`src/rtl/cofs_pkg.sv`:
```
/*
 * Package for the comparator override and state machine status registers.
 * Assumes a 16-bit register port with 8-bit register addresses.
 */
package cofs_pkg;

	// ------------------------------------------------------------
	// Register addresses
	// ------------------------------------------------------------
	localparam logic [7:0]  CMP_OVR_ADDR   = 8'he7;
	localparam logic [7:0]  SM_STAT_ADDR   = 8'he9;

	// ------------------------------------------------------------
	// Override register fields
	// ------------------------------------------------------------
	localparam int          BUS_SUP_BIT    = 15;
	localparam int          ADAPT_SUP_BIT  = 14;
	localparam int          BATT_BIT       = 13;
	localparam int          JACK_L_BIT     = 11;
	localparam int          JACK_R_BIT     = 10;
	localparam int          MIC_SHORT_BIT  = 9;
	localparam int          MIC_DET_BIT    = 8;
	localparam logic [15:0] CMP_OVR_MASK   = 16'hef00;
	localparam logic [15:0] CMP_OVR_RESET  = 16'h0000;

	// ------------------------------------------------------------
	// Status register fields
	// ------------------------------------------------------------
	localparam int          SUPPLY_LSB     = 8;
	localparam int          CHARGER_LSB    = 4;
	localparam int          MAIN_LSB       = 0;
	localparam logic [2:0]  SUPPLY_RESET   = 3'h0;
	localparam logic [2:0]  CHARGER_RESET  = 3'h0;
	localparam logic [3:0]  MAIN_RESET     = 4'h0;

	// ------------------------------------------------------------
	// State encodings
	// ------------------------------------------------------------
	localparam logic [2:0]  SUP_SLAVE_100  = 3'h1;
	localparam logic [2:0]  SUP_SLAVE_500  = 3'h5;
	localparam logic [2:0]  SUP_SUSPEND    = 3'h4;
	localparam logic [2:0]  SUP_MST_LINE   = 3'h2;
	localparam logic [2:0]  SUP_MST_DCDC   = 3'h6;
	localparam logic [2:0]  CHG_OFF        = 3'h0;
	localparam logic [2:0]  CHG_TRICKLE    = 3'h1;
	localparam logic [2:0]  CHG_TRK_CHOKE  = 3'h2;
	localparam logic [2:0]  CHG_TRK_OTEMP  = 3'h3;
	localparam logic [2:0]  CHG_FAST       = 3'h4;
	localparam logic [2:0]  CHG_FAST_CHOKE = 3'h6;
	localparam logic [2:0]  CHG_FAST_OTEMP = 3'h5;
	localparam logic [3:0]  MAIN_OFF       = 4'h2;
	localparam logic [3:0]  MAIN_PRE_ACT   = 4'hd;
	localparam logic [3:0]  MAIN_HIBERNATE = 4'hc;
	localparam logic [3:0]  MAIN_ACTIVE    = 4'hf;

	// ------------------------------------------------------------
	// Comparator group carried as one struct
	// ------------------------------------------------------------
	typedef struct packed {
		logic bus_supply;
		logic adaptor_supply;
		logic battery;
		logic jack_left;
		logic jack_right;
		logic mic_short;
		logic mic_detect;
	} cofs_cmp_t;

endpackage : cofs_pkg

```
`src/rtl/cofs_regs.sv`:
```
/*
 * Comparator override register and state machine status register.
 * Assumes a synchronous single-cycle register port from the control
 * interface, comparator outputs from analogue (synchronised here) and
 * state machine codes from logic on the same clock.
 * A two-stage synchroniser module sits at the end of the file.
 */
`timescale 1ns/1ps
module cofs_regs
	import cofs_pkg::*;
(
	// Clock and reset
	input  wire logic        sys_clk_in,
	input  wire logic        reset_in,
	// Register port
	input  wire logic        reg_wr_in,
	input  wire logic        reg_rd_in,
	input  wire logic [7:0]  reg_addr_in,
	input  wire logic [15:0] reg_wdata_in,
	output logic      [15:0] reg_rdata_out,
	// Override enable and comparators
	input  wire logic        comparator_force_enable_in,
	input  wire cofs_cmp_t   cmp_raw_in,
	output cofs_cmp_t        cmp_debounce_out,
	// State machine codes
	input  wire logic [2:0]  supply_path_state_in,
	input  wire logic [2:0]  charger_state_in,
	input  wire logic [3:0]  main_power_state_in
);

	// ------------------------------------------------------------
	// Comparator synchroniser
	// ------------------------------------------------------------
	cofs_cmp_t   cmp_sync_ff;

	// Raw comparators are asynchronous to this clock
	cofs_sync2
	#(
		.WIDTH ($bits(cofs_cmp_t))
	)
	u_cmp_sync
	(
		.sys_clk_in (sys_clk_in),
		.reset_in   (reset_in),
		.async_in   (cmp_raw_in),
		.sync_out   (cmp_sync_ff)
	);

	// ------------------------------------------------------------
	// Written override values
	// ------------------------------------------------------------
	cofs_cmp_t   force_ff;
	cofs_cmp_t   nxt_force;
	logic        ovr_wr;
	logic [15:0] wr_ovr;

	assign ovr_wr = reg_wr_in && (reg_addr_in == CMP_OVR_ADDR);
	assign wr_ovr = reg_wdata_in & CMP_OVR_MASK;

	// Bits 12 and 7:0 of the write word are dropped
	always_comb
	begin
		nxt_force = force_ff;
		if (ovr_wr)
		begin
			nxt_force.bus_supply     = wr_ovr[BUS_SUP_BIT];
			nxt_force.adaptor_supply = wr_ovr[ADAPT_SUP_BIT];
			nxt_force.battery        = wr_ovr[BATT_BIT];
			nxt_force.jack_left      = wr_ovr[JACK_L_BIT];
			nxt_force.jack_right     = wr_ovr[JACK_R_BIT];
			nxt_force.mic_short      = wr_ovr[MIC_SHORT_BIT];
			nxt_force.mic_detect     = wr_ovr[MIC_DET_BIT];
		end
	end

	// Held written values survive until the next write
	always_ff @(posedge sys_clk_in)
	begin
		if (reset_in)
			force_ff <= cofs_cmp_t'({CMP_OVR_RESET[15:13],
				CMP_OVR_RESET[11:8]});
		else
			force_ff <= nxt_force;
	end

	// ------------------------------------------------------------
	// Debounce feed
	// ------------------------------------------------------------
	cofs_cmp_t   nxt_debounce;

	// Written values replace the comparators while forcing
	always_comb
	begin
		if (comparator_force_enable_in)
			nxt_debounce = force_ff;
		else
			nxt_debounce = cmp_sync_ff;
	end

	always_ff @(posedge sys_clk_in)
	begin
		if (reset_in)
			cmp_debounce_out <= '0;
		else
			cmp_debounce_out <= nxt_debounce;
	end

	// ------------------------------------------------------------
	// Status capture
	// ------------------------------------------------------------
	logic [2:0]  supply_ff;
	logic [2:0]  charger_ff;
	logic [3:0]  main_ff;

	// Register writes never reach this capture
	always_ff @(posedge sys_clk_in)
	begin
		if (reset_in)
		begin
			supply_ff  <= SUPPLY_RESET;
			charger_ff <= CHARGER_RESET;
			main_ff    <= MAIN_RESET;
		end
		else
		begin
			supply_ff  <= supply_path_state_in;
			charger_ff <= charger_state_in;
			main_ff    <= main_power_state_in;
		end
	end

	// ------------------------------------------------------------
	// Read data
	// ------------------------------------------------------------
	logic [15:0] ovr_word;
	logic [15:0] stat_word;
	logic [15:0] nxt_rdata;

	// Raw comparator levels, not the written force values
	always_comb
	begin
		ovr_word = 16'h0000;
		ovr_word[BUS_SUP_BIT]   = cmp_sync_ff.bus_supply;
		ovr_word[ADAPT_SUP_BIT] = cmp_sync_ff.adaptor_supply;
		ovr_word[BATT_BIT]      = cmp_sync_ff.battery;
		ovr_word[JACK_L_BIT]    = cmp_sync_ff.jack_left;
		ovr_word[JACK_R_BIT]    = cmp_sync_ff.jack_right;
		ovr_word[MIC_SHORT_BIT] = cmp_sync_ff.mic_short;
		ovr_word[MIC_DET_BIT]   = cmp_sync_ff.mic_detect;
	end

	always_comb
	begin
		stat_word = 16'h0000;
		stat_word[SUPPLY_LSB +: 3]  = supply_ff;
		stat_word[CHARGER_LSB +: 3] = charger_ff;
		stat_word[MAIN_LSB +: 4]    = main_ff;
	end

	// Unmapped addresses read as zero
	always_comb
	begin
		case (reg_addr_in)
			CMP_OVR_ADDR: nxt_rdata = ovr_word;
			SM_STAT_ADDR: nxt_rdata = stat_word;
			default:      nxt_rdata = 16'h0000;
		endcase
	end

	// Read data holds between read strobes
	always_ff @(posedge sys_clk_in)
	begin
		if (reset_in)
			reg_rdata_out <= 16'h0000;
		else if (reg_rd_in)
			reg_rdata_out <= nxt_rdata;
	end

endmodule : cofs_regs

// ------------------------------------------------------------
// Two-stage synchroniser for asynchronous inputs
// ------------------------------------------------------------
module cofs_sync2
#(
	parameter int WIDTH = 7
)
(
	// Clock and reset
	input  wire logic             sys_clk_in,
	input  wire logic             reset_in,
	// Asynchronous input and synchronised output
	input  wire logic [WIDTH-1:0] async_in,
	output logic      [WIDTH-1:0] sync_out
);

	// Only the second stage is visible to logic
	logic [WIDTH-1:0] meta_ff;

	// Reset both stages so no stale level survives
	always_ff @(posedge sys_clk_in)
	begin
		if (reset_in)
		begin
			meta_ff  <= '0;
			sync_out <= '0;
		end
		else
		begin
			meta_ff  <= async_in;
			sync_out <= meta_ff;
		end
	end

endmodule : cofs_sync2

```
`config.mk`:
```
export PLATFORM = sky130hd
export DESIGN_NAME = cofs_regs
export DESIGN_NICKNAME = d
export VERILOG_FILES = /design/src/rtl/cofs_pkg.sv /design/src/rtl/cofs_regs.sv
export SDC_FILE = /design/constraint.sdc
export NUM_CORES = 1
export LEC_CHECK = 0
export BUFFER_PORTS_ARGS = -buffer_cell sky130_fd_sc_hd__buf_2
export CORE_ASPECT_RATIO = 0.6
export CORE_MARGIN = 5
export CORE_UTILIZATION = 40
export CTS_BUF_LIST = sky130_fd_sc_hd__clkbuf_4 sky130_fd_sc_hd__clkbuf_8
export CTS_CLUSTER_DIAMETER = 150
export DETAILED_ROUTE_END_ITERATION = 6
export GPL_ROUTABILITY_DRIVEN = 0
export PLACE_DENSITY = 0.75
export SYNTH_ARGS = -nofsm -noshare
export SYNTH_HDL_FRONTEND = slang
export SYNTH_SLANG_ARGS = --single-unit
```
`constraint.sdc`:
```
create_clock -name sys_clk_in -period 1.4 [get_ports sys_clk_in]
set_clock_uncertainty 0.15 [all_clocks]
set_input_delay 0.28 -clock sys_clk_in [delete_from_list [all_inputs] [get_ports sys_clk_in]]
set_output_delay 0.28 -clock sys_clk_in [all_outputs]
set_load 0.05 [all_outputs]
```
==> flow_summary.toml, run 1 <==
[run_status]
status = "complete, no violations"

[detailed_routing]
vias = 1485
viasPerCell = 4.84
post-route-drc-count = 0
ant_nets = 0
drt-initial-drc-count = 69
first_pass_iters = 4
wirelength_um = 4020
wire_per_inst_um = 13.1

[floorplan]
die_height_um = 63.3
rows = 19
floorplan.initialDensity = 0.413
core_um2 = 4590
die_area_um2 = 6260
ioPinCount = 69
die_x_um = 98.9

[timing]
period_minus_slack_ps = 1340
final_hold_viol_count = 0
post-route-period-util = 0.959
tns_ps = 0
fmax_mhz = 745
setup_violations = 0
slew_violations = 0
rsz0062_at_grt = "no"

[worst_setup_path]
crit_path_top_delay_cell = "dfxtp_1"
crit_chain = "buf_2"
path_delay_family = "flip-flops"
slowest_delay_ps = 350
startpoint = "reg_rdata_out[10]"
r2r-start = "force_ff[4]"
crit_path_end_kind = "output port"
critPathBufInv = 1
arrival_ps = 910
worstPathMaxFanout = 2
start_kind = "register"
critPathKind = "reg -> out"
required_ps = 970

[synthesis]
synth_edf_count = 0
synth-seq-cells = 52
netlist_instances = 188
synth_cell_types = 26
yosys_warnings = 0
synth.top_cells.by_count = "dfxtp_1, nor2b_1, inv_1"
yosys-top-cells-area = "dfxtp_1, nor2b_1, o31ai_2, mux2i_1, nand4_1"
ys_seq_area_frac = 0.549
async_reset_ff_frac = 0
syn_area_um2 = 1900
synth_top_area_share = 0.549
yosysMostFrequentCell = "dfxtp_1"
ys.flop_type = "dfxtp_1"
synth_largest_area_cell = "dfxtp_1"
syn_area_per_cell_um2 = 10.1

[global_routing]
gr-total-overflow = 0
grt_util_all_layers = 0.136
grt_max_degree = 54
grt_pass1_wl_um = 6700
grt_pass1_vias = 1365
antenna_found_initial = 1

[cts]
cts_root_buf = "clkbuf_8"
cts_buffer_depth = 2
htreeDepth = 2
hold_buffers = 0
clk_latency_ps = 300
cts_made_buffers = 5
cts.sinks = 52
cts_tree = "yes"
path_clk_slew_ps = 90

[power_and_ir_drop]
cellPowerDensity_nw_per_um2 = 1080
p_leak_uw = 0.000999
irDropWorstVdd_mv = 0.416

[hold_path]
min_from = "cmp_raw_in[1]"
min-delay-path-class = "in -> reg"

[cells_and_area]
diodes = 0
drive_gt1_frac = 0.369
nFillCells = 452
area_growth_pct = 24.2
ff_latch_area_um2 = 1040
final_net_count = 290
stdcell_count = 307
multi_input_area_um2 = 732

[placement]
dp_cells = 300
io_buffers = 57
place_hpwl_um = 2930

[flow_run]
max_cap_violations = 0
[routing by layer]
layer  GRT usage  wire (um)  share of wire
met1       0.194       1930           0.48
met2       0.180       1660           0.41
met3      0.0673        363          0.090
met4      0.0358         40          0.010
met5           0         18         0.0045
[final timing paths]
path | to | slack [ps] | depth (start not counted)
worst max-delay path | reg_rdata_out[10] | 60 | 1
worst min-delay path | u_cmp_sync.meta_ff[1] | 40 | 2
worst max register to register | force_ff[4] | 450 | 3
worst min register to register | u_cmp_sync.sync_out[4] | 290 | 1
[report_power, final]
part	internal, uW	switching [uW]	total (uW)	leakage [uW]
Clock	360	443	803	0.0000445
Combinational	89.0	120	209	0.000529
Sequential	1520	11.3	1530	0.000425
Total	1960	575	2540	0.000999
[cells by family (layout without fill, tap and decap cells)]
logic type | after synthesis | count (layout) | share of synthesized area
AO/OA/AOI/OAI | 31 | 31 | 0.133
flip-flops | 52 | 52 | 0.549
multiplexers | 7 | 7 | 0.0370
AND/OR/NAND/NOR | 67 | 67 | 0.209
other | 1 | 2 | 0.00198
buffers and inverters | 30 | 85 | 0.0700
[flip-flops by register name, indices dropped and copies added (netlist names)]
register	count
u_cmp_sync.sync_out	7
charger_ff	3
supply_ff	3
reg_rdata_out	14
main_ff	4
u_cmp_sync.meta_ff	7
force_ff	7
cmp_debounce_out	7
[layout make-up]
type,instances,area share
sequential,52,0.442
multi-input combinational,107,0.311
timing repair buffer,65,0.158
tap,63,0.0335
clock buffer,6,0.0324
inverter,13,0.0207
clock inverter,1,0.00213
[through the flow]
step                total power [uW]  instance area (um2)   util  setup WS, ps  hold WS (ps)
global route                    2660                 2350  0.513          8.90          26.8
finish                          2540                 2350  0.513          57.8          35.7
floorplan                       1680                 1900      -          17.1           258
global placement                1770                 2270  0.495          -160           274
detailed placement              1770                 2270  0.495          -208           276
CTS                             2560                 2350  0.513          32.4          29.4
[placed cells by master (no fill, tap or decap), types with 7 or more instances in the layout]
| master | n |
|---|---|
| a21oi_1 | 11 |
| a31o_2 | 7 |
| buf_2 | 56 |
| dfxtp_1 | 52 |
| inv_1 | 13 |
| mux2i_1 | 7 |
| nand2_1 | 11 |
| nand3_1 | 7 |
| nand4_1 | 11 |
| nor2_1 | 7 |
| nor2b_1 | 24 |
| o31ai_2 | 7 |
[what timing repair did]
| action | 4_1_cts | 5_1_grt |
|---|---|---|
| buffers inserted | 0 | 0 |
| setup endpoints to repair | 0 | 1 |
| gates resized for setup | 0 | 1 |
[worst register-to-register path: cells and delay by family, from the launching register on]
family	cells	cell delay [ps]
AO/OA/AOI/OAI	2	320
buffers and inverters	1	50
flip-flops	1	370
Power figures use the tool's default switching activity.
==> run 2, diff against run 1 <==
==> constraint.sdc (replaced) <==
create_clock -name sys_clk_in -period 1.1 [get_ports sys_clk_in]
set_clock_uncertainty 0.15 [all_clocks]
set_input_delay 0.22 -clock sys_clk_in [delete_from_list [all_inputs] [get_ports sys_clk_in]]
set_output_delay 0.22 -clock sys_clk_in [all_outputs]
set_load 0.05 [all_outputs]
==> flow_summary.toml, run 2 (same netlist as run 1, synthesis figures left out) <==
[worst_setup_path]
path_delay_family = "flip-flops"
slowest_delay_ps = 360
arrival_ps = 810
crit_chain = "buf_8"
required_ps = 730
critPathBufInv = 1
worstPathMaxFanout = 2
crit_path_top_delay_cell = "dfxtp_2"
crit_path_end_kind = "output port"
critPathKind = "reg -> out"
start_kind = "register"

[cts]
cts_tree = "yes"
path_clk_slew_ps = 90
htreeDepth = 2
cts_root_buf = "clkbuf_8"
cts_made_buffers = 5
clk_latency_ps = 300
cts_buffer_depth = 2
cts.sinks = 52

[floorplan]
die_x_um = 98.9
die_area_um2 = 6260
ioPinCount = 69
floorplan.initialDensity = 0.413
die_height_um = 63.3
rows = 19
core_um2 = 4590

[cells_and_area]
final_cell_mix = "buf_2, dfxtp_1, nor2b_1, dfxtp_2, buf_8"
drive_gt1_frac = 0.494
mostFrequentLayoutCell = "buf_2"
area_growth_pct = 57.0
diodes = 0
final_net_count = 314
largest_reg_flops = 14
top_register = "reg_rdata_out"
stdcell_count = 332

[power_and_ir_drop]
p_leak_uw = 0.00120
cellPowerDensity_nw_per_um2 = 1160
irDropWorstVdd_mv = 0.849

[global_routing]
grt_max_degree = 40
gr-total-overflow = 0
antenna_found_initial = 0
grt_util_all_layers = 0.164
grt_pass1_vias = 1502
grt_pass1_wl_um = 7870

[timing]
slew_violations = 0
post-route-period-util = 1.07
tns_ps = -1750
rsz0062_at_grt = "yes"
final_hold_viol_count = 0
setup_violations = 36
fmax_mhz = 848
fin_ws_ps = -78.8
period_minus_slack_ps = 1180

[detailed_routing]
post-route-drc-count = 0
wirelength_um = 5070
ant_nets = 0
first_pass_iters = 4
wire_per_inst_um = 15.3
viasPerCell = 4.78
drt-initial-drc-count = 80
vias = 1586

[placement]
place_hpwl_um = 3280
io_buffers = 57
dp_cells = 302

[flow_run]
max_cap_violations = 0

[run_status]
status = "complete, but fails checks"
violations = "setup timing"

[hold_path]
min-delay-path-class = "in -> reg"
==> run 2: cell types whose count changed in the layout (fill, tap and decap cells not counted), moves of 9 or more <==
cell | previous run | this run
dfxtp_1 | 52 | 31
buf_6 | 0 | 9
dfxtp_2 | 0 | 21
buf_2 | 56 | 32
dlygate4sd3_1 | 0 | 14
buf_8 | 0 | 21
==> run 2: power breakdown <==
group	switching, uW	internal [uW]	total, uW
Sequential	18.7	1930	1950
Clock	602	537	1140
Combinational	187	185	373
Total	808	2650	3460
==> run 2: final cells by class <==
type | count | area (um2)
Clock buffer | 7 | 90.1
Clock inverter | 1 | 7.51
Inverter | 13 | 48.8
Fill cell | 349 | 1610
Multi-Input combinational cell | 107 | 845
Tap cell | 63 | 78.8
Timing Repair Buffer | 89 | 840
Sequential cell | 52 | 1070
==> run 2: path summary, 6_finish.rpt <==
path                                start  slack [ps]  depth (start not counted)                     end
setup reg to reg   u_cmp_sync.sync_out[0]          70                          2        reg_rdata_out[8]
hold reg to reg     u_cmp_sync.meta_ff[0]         290                          1  u_cmp_sync.sync_out[0]
hold / removal    supply_path_state_in[1]           3                          2            supply_ff[1]
setup / recovery        reg_rdata_out[10]         -80                          1       reg_rdata_out[10]
==> run 2: what timing repair did <==
action,CTS,global route
buffers inserted,3,2
hold endpoints to repair,14,0
hold buffers,14,0
resized for setup,101,12
pin swaps,11,12
cloned,3,0
endpoints found under the setup margin,39,40
==> run 2: routing by layer <==
metal,part of all wire,global-route usage,wire [um]
met4,0.021,0.0733,106
met5,0,0,0
met1,0.45,0.215,2300
met3,0.067,0.0551,340
met2,0.46,0.246,2330
==> run 2: stage by stage <==
stage                     power (uW)  setup slack, ps  area [um2]  hold slack, ps   util
after detailed placement        2280             -458        2310             272  0.503
after global routing            3610             -112        2980            8.38  0.649
after global placement          2270             -404        2310             271  0.503
after CTS                       3480            -89.5        2910            8.98  0.635
final                           3460            -78.8        2980            3.00  0.649
after floorplan                 2150             -223        1940             198      -
